[src/rtl/nsx_pkg.sv]
package nsx_pkg;

  // ----------------------------------------------------------------
  // Operation codes from the decoder
  // ----------------------------------------------------------------
  localparam logic [2:0] OP_NONE      = 3'h0;
  localparam logic [2:0] OP_SWAP      = 3'h1;
  localparam logic [2:0] OP_XOR_LIT   = 3'h2;
  localparam logic [2:0] OP_XOR_FILE  = 3'h3;
  localparam logic [2:0] OP_DIR_LOAD  = 3'h4;

  // ----------------------------------------------------------------
  // Field positions, selectors and reset values
  // ----------------------------------------------------------------
  localparam int          LO_NIB_LSB  = 0;
  localparam int          HI_NIB_LSB  = 4;
  localparam int          NIB_W       = 4;
  localparam logic        DEST_ACC    = 1'h0;
  localparam logic [6:0]  SEL_PORT_A  = 7'h05;
  localparam logic [6:0]  SEL_PORT_B  = 7'h06;
  localparam logic [6:0]  SEL_PORT_C  = 7'h07;
  localparam logic [7:0]  ACC_RST     = 8'h00;
  localparam logic [7:0]  DIR_RST     = 8'hff;
  localparam logic        ZERO_RST    = 1'h0;
  localparam logic [7:0]  ZERO_BYTE   = 8'h00;

  // ----------------------------------------------------------------
  // Carriers
  // ----------------------------------------------------------------
  typedef struct packed {
    logic       valid;
    logic [2:0] op;
    logic       dest;
    logic [6:0] faddr;
    logic [7:0] literal;
    logic [7:0] fdata;
  } nsx_req_s;

  typedef struct packed {
    logic       we;
    logic [6:0] addr;
    logic [7:0] data;
  } nsx_fwr_s;

endpackage

[src/rtl/nsx_datapath.sv]
`timescale 1ns/100ps

module nsx_datapath (
  // Clock and reset
  input  wire logic              clk_sys_in,
  input  wire logic              rst_b_in,
  // Decoded request
  input  wire nsx_pkg::nsx_req_s req_in,
  // File register write back
  output nsx_pkg::nsx_fwr_s      fwr_out,
  // Core state
  output logic [7:0]             acc_out,
  output logic                   zero_flag_out,
  // Port direction registers
  output logic [7:0]             port_a_direction_reg_out,
  output logic [7:0]             port_b_direction_reg_out,
  output logic [7:0]             port_c_direction_reg_out
);

  // ----------------------------------------------------------------
  // Helpers
  // ----------------------------------------------------------------
  function automatic logic dest_is_file(input nsx_pkg::nsx_req_s r);
    dest_is_file = (r.dest != nsx_pkg::DEST_ACC);
  endfunction

  function automatic logic dir_hit(input logic load, input logic [6:0] faddr,
                                   input logic [6:0] sel);
    dir_hit = load && (faddr == sel);
  endfunction

  function automatic logic [7:0] nib_swap(input logic [7:0] v);
    nib_swap = {v[nsx_pkg::LO_NIB_LSB +: nsx_pkg::NIB_W],
                v[nsx_pkg::HI_NIB_LSB +: nsx_pkg::NIB_W]};
  endfunction

  function automatic logic is_zero(input logic [7:0] v);
    is_zero = (v == nsx_pkg::ZERO_BYTE);
  endfunction

  // ----------------------------------------------------------------
  // State
  // ----------------------------------------------------------------
  logic [7:0]        acc;
  logic              zero_flag;
  logic [7:0]        dir_a;
  logic [7:0]        dir_b;
  logic [7:0]        dir_c;
  nsx_pkg::nsx_fwr_s fwr;
  logic [7:0]        next_acc;
  logic              next_zero_flag;
  logic [7:0]        next_dir_a;
  logic [7:0]        next_dir_b;
  logic [7:0]        next_dir_c;
  nsx_pkg::nsx_fwr_s next_fwr;

  // ----------------------------------------------------------------
  // Operand decode
  // ----------------------------------------------------------------
  logic              do_swap;
  logic              do_xor_lit;
  logic              do_xor_file;
  logic              do_dir_load;
  logic              to_file;
  logic [7:0]        xor_operand;
  logic [7:0]        swapped;
  logic [7:0]        xored;

  // Only a valid request raises a strobe; unknown codes raise none and change nothing but the write-back address.
  always_comb begin
    do_swap     = 1'h0;
    do_xor_lit  = 1'h0;
    do_xor_file = 1'h0;
    do_dir_load = 1'h0;
    if (req_in.valid) begin
      case (req_in.op)
        nsx_pkg::OP_SWAP: begin
          do_swap = 1'h1;
        end
        nsx_pkg::OP_XOR_LIT: begin
          do_xor_lit = 1'h1;
        end
        nsx_pkg::OP_XOR_FILE: begin
          do_xor_file = 1'h1;
        end
        nsx_pkg::OP_DIR_LOAD: begin
          do_dir_load = 1'h1;
        end
        default: begin
        end
      endcase
    end
    to_file     = dest_is_file(req_in);
    xor_operand = do_xor_lit ? req_in.literal : req_in.fdata;
    swapped     = nib_swap(req_in.fdata);
    xored       = acc ^ xor_operand;
  end

  // ----------------------------------------------------------------
  // Accumulator and zero flag
  // ----------------------------------------------------------------
  // Each XOR and direction load reads the accumulator as it stood before its own edge,
  // so requests may follow each other on every cycle.
  always_comb begin
    next_acc       = acc;
    next_zero_flag = zero_flag;
    // Swap and direction load never touch the flag.
    if (do_swap && !to_file) begin
      next_acc = swapped;
    end
    if (do_xor_lit) begin
      next_acc       = xored;
      next_zero_flag = is_zero(xored);
    end
    if (do_xor_file) begin
      next_zero_flag = is_zero(xored);
      if (!to_file) begin
        next_acc = xored;
      end
    end
  end

  always_ff @(posedge clk_sys_in or negedge rst_b_in) begin
    if (!rst_b_in) begin
      acc       <= nsx_pkg::ACC_RST;
      zero_flag <= nsx_pkg::ZERO_RST;
    end else begin
      acc       <= next_acc;
      zero_flag <= next_zero_flag;
    end
  end

  // ----------------------------------------------------------------
  // Direction registers
  // ----------------------------------------------------------------
  // A selector outside the three ports is refused and leaves every register but the write-back address alone.
  always_comb begin
    next_dir_a = dir_a;
    if (dir_hit(do_dir_load, req_in.faddr, nsx_pkg::SEL_PORT_A)) begin
      next_dir_a = acc;
    end
  end

  always_ff @(posedge clk_sys_in or negedge rst_b_in) begin
    if (!rst_b_in) begin
      dir_a <= nsx_pkg::DIR_RST;
    end else begin
      dir_a <= next_dir_a;
    end
  end

  always_comb begin
    next_dir_b = dir_b;
    if (dir_hit(do_dir_load, req_in.faddr, nsx_pkg::SEL_PORT_B)) begin
      next_dir_b = acc;
    end
  end

  always_ff @(posedge clk_sys_in or negedge rst_b_in) begin
    if (!rst_b_in) begin
      dir_b <= nsx_pkg::DIR_RST;
    end else begin
      dir_b <= next_dir_b;
    end
  end

  always_comb begin
    next_dir_c = dir_c;
    if (dir_hit(do_dir_load, req_in.faddr, nsx_pkg::SEL_PORT_C)) begin
      next_dir_c = acc;
    end
  end

  always_ff @(posedge clk_sys_in or negedge rst_b_in) begin
    if (!rst_b_in) begin
      dir_c <= nsx_pkg::DIR_RST;
    end else begin
      dir_c <= next_dir_c;
    end
  end

  // ----------------------------------------------------------------
  // File write back
  // ----------------------------------------------------------------
  // The address follows the request on every cycle; only the strobe marks a write,
  // and the data holds its last written value between writes.
  always_comb begin
    next_fwr.we   = 1'h0;
    next_fwr.addr = req_in.faddr;
    next_fwr.data = fwr.data;
    if (do_swap && to_file) begin
      next_fwr.we   = 1'h1;
      next_fwr.data = swapped;
    end
    if (do_xor_file && to_file) begin
      next_fwr.we   = 1'h1;
      next_fwr.data = xored;
    end
  end

  always_ff @(posedge clk_sys_in or negedge rst_b_in) begin
    if (!rst_b_in) begin
      fwr <= '0;
    end else begin
      fwr <= next_fwr;
    end
  end

  // ----------------------------------------------------------------
  // Outputs
  // ----------------------------------------------------------------
  // Every output leaves a flop directly, with no logic after it.
  assign acc_out                  = acc;
  assign zero_flag_out            = zero_flag;
  assign port_a_direction_reg_out = dir_a;
  assign port_b_direction_reg_out = dir_b;
  assign port_c_direction_reg_out = dir_c;
  assign fwr_out                  = fwr;

endmodule

[config.mk]
export PLATFORM = sky130hd
export DESIGN_NAME = nsx_datapath
export DESIGN_NICKNAME = d
export VERILOG_FILES = /design/src/rtl/nsx_pkg.sv /design/src/rtl/nsx_datapath.sv
export SDC_FILE = /design/constraint.sdc
export NUM_CORES = 1
export LEC_CHECK = 0
export BUFFER_PORTS_ARGS = -buffer_cell sky130_fd_sc_hd__buf_2
export CORE_MARGIN = 2
export CORE_UTILIZATION = 40
export CTS_CLUSTER_DIAMETER = 60
export DETAILED_ROUTE_END_ITERATION = 8
export PLACE_DENSITY = 0.69
export SYNTH_ARGS = -nofsm -noshare
export SYNTH_HDL_FRONTEND = slang
export SYNTH_SLANG_ARGS = --single-unit
[constraint.sdc]
create_clock -name clk_sys_in -period 1.4 [get_ports clk_sys_in]
set_input_delay 0 -clock clk_sys_in [delete_from_list [all_inputs] [get_ports clk_sys_in]]
set_output_delay 0 -clock clk_sys_in [all_outputs]
set_load 0.01 [all_outputs]
==> results of run 1 <==
==> flip-flops by register name (all words and copies together), names as in the netlist <==
signal / cells
fwr_out: 16
port_c_direction_reg_out: 8
acc_out: 8
port_a_direction_reg_out: 8
zero_flag_out: 1
port_b_direction_reg_out: 8
==> layer usage <==
metal	GRT usage [%]	wire length, um	share of wire (%)
met3	4.98	344	6.2
met4	6.55	81	1.5
met1	24.4	2390	43
met2	29.2	2700	49
met5	0	0	0
==> what timing repair did <==
item                       4_1_cts  5_1_grt
hold buffers                     8        0
hold endpoints to repair        56        0
setup endpoints to repair        9        9
gates resized for setup          4        2
pin swaps                        0        1
==> placed cells by master, fill, tap and decap left out, drive strengths merged <==
cell	instances
o211a	1
a22oi	1
o21ai	4
nor4bb	1
nor2b	1
mux2i	9
clkinv	2
xnor2	5
nand2	18
dlygate4sd3	8
nor2	26
a32o	1
a221oi	7
o221ai	1
or4b	1
inv	3
a2111oi	1
nand3	3
dfrtp	25
a21oi	8
xor2	7
mux2	25
and3	1
clkbuf	6
a31oi	1
buf	97
o22ai	7
nand3b	3
dfstp	24
nor4	2
==> per-stage QoR <==
| step | total power [mW] | area (sq um) | worst slack (ps) |
|---|---|---|---|
| after global placement | 2.54 | 2920 | -351 |
| after floorplan | 2.16 | 2320 | -176 |
| after global routing | 3.68 | 3130 | -184 |
| after CTS | 3.49 | 3110 | -93.4 |
| final | 3.47 | 3130 | -51.5 |
| after detailed placement | 2.56 | 2920 | -364 |
==> area by class of cell <==
cell class,instances,area [sq um]
multi-input cells,134,1030
fillers,477,2380
clock inverters,2,13.8
well taps,72,90.1
flip-flops and latches,49,1260
inverters,3,11.3
repair buffers,105,638
clock buffers,6,82.6
==> power by group <==
part | internal, mW | total, mW | switching [mW]
clock | 0.401 | 0.883 | 0.482
combinational | 0.404 | 0.897 | 0.493
sequential | 1.57 | 1.69 | 0.114
total | 2.38 | 3.47 | 1.09
==> logic make-up (layout without fill, tap and decap cells) <==
kind of cell,after synthesis,after routing
AO/OA/AOI/OAI,32,32
XOR/XNOR,12,12
buffers and inverters,14,116
flip-flops,49,49
multiplexers,34,34
AND/OR/NAND/NOR,56,56
==> worst min-delay path, delay by kind of cell <==
family | cells | cell delay [ps]
and+or+nand+nor | 1 | 80
AOI/OAI and AO/OA | 1 | 70
buffers and inverters | 1 | 120
==> worst max-delay path by stage <==
stage	from	to	depth (start not counted)
finish	acc_out[6]$_DFF_PN0_	zero_flag_out$_DFFE_PN0P_	5
global route	acc_out[6]$_DFF_PN0_	zero_flag_out$_DFFE_PN0P_	5
CTS	acc_out[6]$_DFF_PN0_	zero_flag_out$_DFFE_PN0P_	5
detailed placement	req_in[25]	port_c_direction_reg_out[4]$_DFFE_PN1P_	6
global placement	req_in[25]	port_c_direction_reg_out[4]$_DFFE_PN1P_	6
floorplan	acc_out[6]$_DFF_PN0_	zero_flag_out$_DFFE_PN0P_	6
==> synth_stat cells, types with 2 or more instances <==
library cell  count
o22ai_1           7
dfstp_2          24
clkbuf_1         10
mux2i_1           9
a221oi_1          7
inv_1             3
mux2_2           25
nor2_1           25
o21ai_0           4
nand3_1           2
nand3b_1          2
xnor2_1           5
xor2_1            7
nand2_1          17
dfrtp_1          25
a21oi_1           8
==> results.ini, run 1 <==
[route]
drcViolationCount=0
via_count=1858
postRouteAntennaNets=0
routed_wl_um=5520
vias_per_cell=5.01
drt_iter0_markers=83
drtPass1Iterations=4
drt-wirelength-per-cell_um=14.9

[sta]
fmax_mhz=689
slew_headroom_pct=80.2
fin_crit_ps=1450
setup_violations=1
rsz0062_at_grt=true
worstMarginPinSlew_ps=297
whs_ps=10.1
finalHoldViolations=0
min_period_over_period_pct=104
finalSetupTns_ps=-51.5
clock_skew_ps=7.16
layout_setup_ws_ps=-51.5
drv_slew=0

[clock_network]
cts_setup_buffers=0
ctsRootBufferMaster=clkbuf_8
cts_tree=yes
cts.htree.levels=2
clock_latency_ps=300
cts.clk_slew.worst_paths_ps=90
cts_num_sinks=49
cts_buffers=5
clockBufferDepth=2

[placed_design]
hpwl_um=3940
dp_cells=355
gp_congestion=0.851
port_buffers=78

[global_routing]
grt_pass1_wl_um=8940
grt_pass1_vias=1792
grt_overflow=0
track_usage_pct=18.5
antenna_found_initial=0
grt_max_degree=50

[outcome]
violations=setup timing
status=finished with violations

[synth]
synthAdderAreaFrac_pct=0
synth-compound-area-share_pct=9.46
synthDistinctLibCells=33
syn_area_per_cell_sq_um=11.6
synth-xor-area-share_pct=4.59
synth_cells=197
synth-edff-count=0
synth_ff_type=dfrtp_1
async_flop_share_pct=100
synth.cell_area_sq_um=2290
synth_simple_gate_area_share_pct=12.5
synthMuxAreaShare_pct=16.2
synth_seq_cells=49
synth_fp_nets=227
yosysTopAreaCell=dfstp_2
synth_top_family_by_area=multiplexers
seq_area_frac_synth_pct=54.9
yosysWarnings=0
ys_top_cells_by_area=dfstp_2 28%, dfrtp_1 27%, mux2_2 12%
synthDominantCellAreaShare_pct=27.6

[hold_path]
hold_class=primary input to flip-flop
min_path_cells=3
whs_endpoint=fwr_out[3]$_DFFE_PN0P_
hp-start=req_in[7]

[critical_path]
cp-end-kind=flip-flop
timing.rr.end=zero_flag_out$_DFFE_PN0P_
regToRegStartpoint=acc_out[6]$_DFF_PN0_
reg2regPathDepth=5
cp_max_fo=2
cp.required_ps=1650
cpPeakStageDelay_ps=400
crit_chain=xor2_1 > a2111oi_2 > a22oi_1 > nor4_2 > a32o_1
startpoint_type=flip-flop
critPathKind=flip-flop to flip-flop
reg2reg_slack_ps=-50
cpLargestDelayFamily=compound AO/OA/AOI/OAI gates
cp_slowest_cell=dfrtp_1
critical_path_arrival_ps=1700
worst-path-buf-inv=0

[floorplan]
dieHeight_um=79.6
io_pins=79
core-area_sq_um=5510
start_util_pct=41.6
die_x_um=79.6
die-area_sq_um=6340
rows=27

[cells_and_area]
stdcell_count=371
fin_util_pct=56.8
fin_nets=328
drive_gt1_share_pct=55.2
area_delta_synth_final_pct=36.6
num_antenna_cells=0

[power_and_ir_drop]
vdd_drop_max_mv=0.506
power.density_nw_per_um2=1110
p_leak_nw=1.47

[run]
drv_cap=0

Note: power is estimated with default switching activity, not from simulation.
==> inputs of run 2 (changes only) <==
--- a/config.mk
+++ b/config.mk
@@ -11,6 +11,7 @@
 export CTS_CLUSTER_DIAMETER = 60
 export DETAILED_ROUTE_END_ITERATION = 8
 export PLACE_DENSITY = 0.69
+export RECOVER_POWER = 50
 export SYNTH_ARGS = -nofsm -noshare
 export SYNTH_HDL_FRONTEND = slang
 export SYNTH_SLANG_ARGS = --single-unit
==> results.ini, run 2 (synthesis gave the netlist of run 1 again) <==
[outcome]
status=finished with violations
violations=setup timing

[critical_path]
cpLargestDelayFamily=compound AO/OA/AOI/OAI gates
crit_chain=xor2_1 > a2111oi_2 > a22oi_1 > nor4_2 > a32o_1
cp_max_fo=2  ; unchanged
critPathKind=flip-flop to flip-flop
worst-path-buf-inv=0  ; unchanged
startpoint_type=flip-flop
critical_path_arrival_ps=1710  ; about the same
cp-end-kind=flip-flop
cp.required_ps=1650  ; about the same
cp_slowest_cell=dfrtp_1
cpPeakStageDelay_ps=400  ; about the same

[clock_network]
clockBufferDepth=2  ; unchanged
cts_tree=yes
cts.htree.levels=2  ; unchanged
cts_buffers=5  ; unchanged
cts.clk_slew.worst_paths_ps=90  ; about the same
cts_num_sinks=49  ; unchanged
ctsRootBufferMaster=clkbuf_8
cts_setup_buffers=0  ; unchanged
clock_latency_ps=300  ; about the same

[sta]
finalHoldViolations=0  ; unchanged
fin_crit_ps=1460  ; +5.08 ps
clock_skew_ps=7.39  ; +0.228 ps
fmax_mhz=687  ; -0.35%
worstMarginPinSlew_ps=1200  ; +903 ps
setup_violations=1  ; unchanged
slew_headroom_pct=20.0  ; -60 points
rsz0062_at_grt=true
drv_slew=0  ; unchanged
whs_ps=10.1  ; -0.0302 ps
min_period_over_period_pct=104  ; +0.36 points
finalSetupTns_ps=-56.6  ; -5.08 ps
layout_setup_ws_ps=-56.6  ; -5.08 ps

[power_and_ir_drop]
p_leak_nw=1.40  ; -4.5%
vdd_drop_max_mv=0.506  ; about the same
power.density_nw_per_um2=1120  ; +0.79%
p_sw_mw=1.09  ; +0.32%
seq_power_share_pct=49.0  ; +0.3 points
internal-power_mw=2.35  ; -1.1%
clkPwrFrac_pct=25.7  ; +0.2 points
comb_power_share_pct=25.3  ; -0.6 points
switching_share_pct=31.7  ; +0.30 points
finalPower_mw=3.44  ; -0.62%

[route]
wl_met1_um=2430  ; +1.5%
postRouteAntennaNets=0  ; unchanged
routed-wl-met2_um=2730  ; +1.4%
wl_met3_um=342  ; -0.58%
drt-wirelength-per-cell_um=15.0  ; +0.98%
drtPass1Iterations=4  ; unchanged
vias_per_cell=5.01  ; unchanged
top_layer_used=met4
routed_wl_um=5570  ; +0.98%
via_count=1858  ; unchanged
drt_iter0_markers=67  ; -19%
drcViolationCount=0  ; unchanged

[floorplan]
start_util_pct=41.6  ; unchanged
rows=27  ; unchanged
io_pins=79  ; unchanged
core-area_sq_um=5510  ; unchanged
die_x_um=79.6  ; unchanged
die-area_sq_um=6340  ; unchanged
dieHeight_um=79.6  ; unchanged

[global_routing]
grt_pass1_vias=1792  ; unchanged
grt_pass1_wl_um=8940  ; unchanged
grt_overflow=0  ; unchanged
track_usage_pct=18.5  ; unchanged
antenna_found_initial=0  ; unchanged
grt_max_degree=50  ; unchanged

[cells_and_area]
stdcell_count=371  ; unchanged
largest_reg_flops=16  ; unchanged
nFillCells=491  ; +2.9%
fin_nets=328  ; unchanged
drive_gt1_share_pct=48.2  ; -7.0 points
final_common_cell=buf_2
multi_input_area_sq_um=1030  ; unchanged
fin_util_pct=56.0  ; -0.80 points
area_delta_synth_final_pct=34.7
final_cell_mix=58 x buf_2, 25 x nor2_1, 25 x dfrtp_1
ff_latch_area_sq_um=1260  ; unchanged
design_area_sq_um=3080  ; -1.4%
num_antenna_cells=0  ; unchanged

[placed_design]
placed_cell_area_sq_um=2920  ; unchanged
port_buffers=78  ; unchanged
hpwl_um=3940  ; unchanged
gp_congestion=0.851  ; unchanged
dp_cells=355  ; unchanged
place_ws_ps=-364  ; unchanged

[run]
drv_cap=0  ; unchanged

[hold_path]
hold_class=primary input to flip-flop

==> run 2: cell type report <==
type                    count  area share [%]
flip-flops and latches     49            40.7
multi-input cells         134            33.6
repair buffers            105            19.3
well taps                  72            2.92
clock buffers               6            2.68
clock inverters             2           0.446
inverters                   3           0.365
==> run 2: final timing paths <==
check                      slack, ps                   endpoint  cells after the start                      start
max                              -60  zero_flag_out$_DFFE_PN0P_                      5       acc_out[6]$_DFF_PN0_
min                               10     fwr_out[3]$_DFFE_PN0P_                      3                  req_in[7]
max reg2reg                      -60  zero_flag_out$_DFFE_PN0P_                      5       acc_out[6]$_DFF_PN0_
min reg2reg                      510  zero_flag_out$_DFFE_PN0P_                      1  zero_flag_out$_DFFE_PN0P_
max in group asynchronous        130       acc_out[3]$_DFF_PN0_                      3                   rst_b_in
min in group asynchronous        550     fwr_out[7]$_DFFE_PN0P_                      3                   rst_b_in
==> run 2: power groups by stage <==
stage / Clock, mW / Combinational [mW] / Sequential, mW
4_1_cts: 0.917 / 0.889 / 1.69
6_report: 0.884 / 0.872 / 1.69
3_5_place_dp: 0 / 0.852 / 1.71
5_1_grt: 0.979 / 0.960 / 1.72
3_3_place_gp: 0 / 0.842 / 1.70
2_1_floorplan: 0 / 0.394 / 1.76
==> run 2: timing repair <==
item,CTS,global route
endpoints found under the hold margin,56,0
endpoints found under the setup margin,9,9
resized for setup,4,2
cloned,0,0
pin swaps,0,1
hold buffers,8,0
==> run 2: worst register-to-register path: stages (launching register included) <==
cell and delay (ps):
dfrtp_1 400, xor2_1 150, a2111oi_2 350, a22oi_1 160, nor4_2 150, a32o_1 190
==> run 2: routing by layer <==
metal / up-vias / GRT usage [%]
li1: 901 / -
met4: 0 / 6.55
met2: 53 / 29.2
met1: 898 / 24.4
met5: - / 0
met3: 6 / 4.98
==> inputs of run 3 (changes only) <==
--- a/config.mk
+++ b/config.mk
@@ -6,6 +6,7 @@
 export NUM_CORES = 1
 export LEC_CHECK = 0
 export BUFFER_PORTS_ARGS = -buffer_cell sky130_fd_sc_hd__buf_2
+export CORE_ASPECT_RATIO = 1.25
 export CORE_MARGIN = 2
 export CORE_UTILIZATION = 40
 export CTS_CLUSTER_DIAMETER = 60
==> results.ini, run 3 (synthesis gave the netlist of run 1 again) <==
[outcome]
status=finished with violations
violations=setup timing

[route]
via_count=1884  ; +1.4%
drt_iter0_markers=103  ; +54%
routed_wl_um=5550  ; -0.31%
drcViolationCount=0  ; unchanged
drtPass1Iterations=4  ; unchanged
drt-wirelength-per-cell_um=15.2  ; +1.3%
vias_per_cell=5.16  ; +3.1%
postRouteAntennaNets=0  ; unchanged

[clock_network]
cts_tree=yes
cts.clk_slew.worst_paths_ps=90  ; about the same
cts_buffers=5  ; unchanged
clock_latency_ps=300  ; about the same
clockBufferDepth=2  ; unchanged
cts_setup_buffers=0  ; unchanged
cts.htree.levels=2  ; unchanged
ctsRootBufferMaster=clkbuf_8
cts_num_sinks=49  ; unchanged

[critical_path]
startpoint_type=flip-flop
critical_path_arrival_ps=1710  ; about the same
cpPeakStageDelay_ps=400  ; about the same
cp.required_ps=1640  ; about the same
cp-end-kind=flip-flop
cp_max_fo=2  ; unchanged
cpLargestDelayFamily=compound AO/OA/AOI/OAI gates
worst-path-buf-inv=0  ; unchanged
cp_slowest_cell=dfrtp_1
critPathKind=flip-flop to flip-flop
crit_chain=xor2_1 > a2111oi_2 > a22oi_1 > nor4_1 > a32o_1

[sta]
clock_skew_ps=8.59  ; +1.20 ps
whs_ps=16.7  ; +6.60 ps
worstMarginPinSlew_ps=936  ; -264 ps
layout_setup_ws_ps=-65.8  ; -9.18 ps
slew_headroom_pct=37.6  ; +18 points
rsz0062_at_grt=true
min_period_over_period_pct=105  ; +0.66 points
setup_violations=1  ; unchanged
drv_slew=0  ; unchanged
finalHoldViolations=0  ; unchanged
fmax_mhz=682  ; -0.63%
fin_crit_ps=1470  ; +9.18 ps

[cells_and_area]
area_delta_synth_final_pct=35.7
fin_nets=330  ; +0.61%
drive_gt1_share_pct=49.2  ; +1.0 points
largest_reg_flops=16  ; unchanged
num_antenna_cells=0  ; unchanged
final_common_cell=buf_2
stdcell_count=365  ; -1.6%
final_cell_mix=63 x buf_2, 25 x nor2_1, 25 x dfrtp_1
nFillCells=488  ; -0.61%

[floorplan]
dieHeight_um=88.6  ; +11%
start_util_pct=41.8  ; +0.20 points
io_pins=79  ; unchanged
die_x_um=71.7  ; -10%
die-area_sq_um=6350  ; about the same
core-area_sq_um=5480  ; -0.48%
rows=30  ; +11%

[placed_design]
gp_congestion=0.840  ; -1.4%
dp_cells=349  ; -1.7%
port_buffers=78  ; unchanged
hpwl_um=4160  ; +5.5%
place_ws_ps=-338  ; +25.2 ps

[global_routing]
antenna_found_initial=0  ; unchanged
grt_pass1_vias=1880  ; +4.9%
track_usage_pct=18.1  ; -0.38 points
grt_overflow=0  ; unchanged
grt_max_degree=34  ; -32%
grt_pass1_wl_um=8910  ; -0.39%

[hold_path]
hold_class=primary input to flip-flop

[power_and_ir_drop]
vdd_drop_max_mv=0.619  ; +22%
p_leak_nw=1.43  ; +1.7%
power.density_nw_per_um2=1100  ; -1.6%
finalPower_mw=3.41  ; -0.88%

[run]
drv_cap=0  ; unchanged

-- run 3: cell count changes in the layout (fill, tap and decap cells not counted), moves of 2 or more --
cell      change
buf_4         +2
clkbuf_1      -5
mux2_2        -6
mux2_4        +6
buf_2         +5
-- run 3: per-stage QoR --
| step | instance area [sq um] | TNS (ps) | utilization [%] |
|---|---|---|---|
| floorplan | 2320 | -2020 | - |
| global placement | 2920 | -8160 | 53.3 |
| detailed placement | 2920 | -8630 | 53.3 |
| CTS | 3110 | -91.3 | 56.8 |
| global route | 3110 | -949 | 56.7 |
| finish | 3110 | -65.8 | 56.7 |
-- run 3: cell type report --
cell class / instances / area [sq um] / area share (%)
clock buffer: 6 / 82.6 / 2.66
clock inverter: 2 / 8.76 / 0.282
inverter: 3 / 11.3 / 0.363
multi-input combinational: 134 / 1040 / 33.6
sequential: 49 / 1260 / 40.5
tap: 64 / 80.1 / 2.58
timing repair buffer: 107 / 622 / 20.0
-- run 3: path summary, 6_finish.rpt --
| check | startpoint | end | cells after the start | slack [ps] |
|---|---|---|---|---|
| hold reg to reg | zero_flag_out$_DFFE_PN0P_ | zero_flag_out$_DFFE_PN0P_ | 1 | 510 |
| setup / recovery | acc_out[1]$_DFF_PN0_ | zero_flag_out$_DFFE_PN0P_ | 5 | -70 |
| hold / removal | req_in[1] | fwr_out[5]$_DFFE_PN0P_ | 3 | 20 |
| setup reg to reg | acc_out[1]$_DFF_PN0_ | zero_flag_out$_DFFE_PN0P_ | 5 | -70 |
| min in group asynchronous | rst_b_in | fwr_out[15]$_DFF_PN0_ | 2 | 350 |
| max in group asynchronous | rst_b_in | port_c_direction_reg_out[2]$_DFFE_PN1P_ | 3 | 200 |
-- run 3: power breakdown --
group          internal (mW)  leakage, nW  switching (mW)
combinational          0.396        0.846           0.482
sequential              1.57        0.534           0.114
clock                  0.392       0.0486           0.456
total                   2.36         1.43            1.05
-- run 3: metal layers --
layer | share of wire, % | track usage, % | vias up
li1 | - | - | 902
met1 | 41 | 21.8 | 917
met2 | 52 | 31.7 | 56
met3 | 5.2 | 4.21 | 9
met4 | 2.0 | 6.69 | 0
met5 | 0 | 0 | -
-- run 3: worst min-delay path: cells and delay by family --
family	cells	cell delay [ps]
buf+inv	1	130
simple gates	1	80
compound gates	1	70
-- run 3: repair_timing --
item                                    4_1_cts  5_1_grt
endpoints found under the setup margin       12        7
hold buffers                                  8        0
resized for setup                             4        6
endpoints found under the hold margin        32        0
pin swaps                                     0        1
cloned                                        0        0
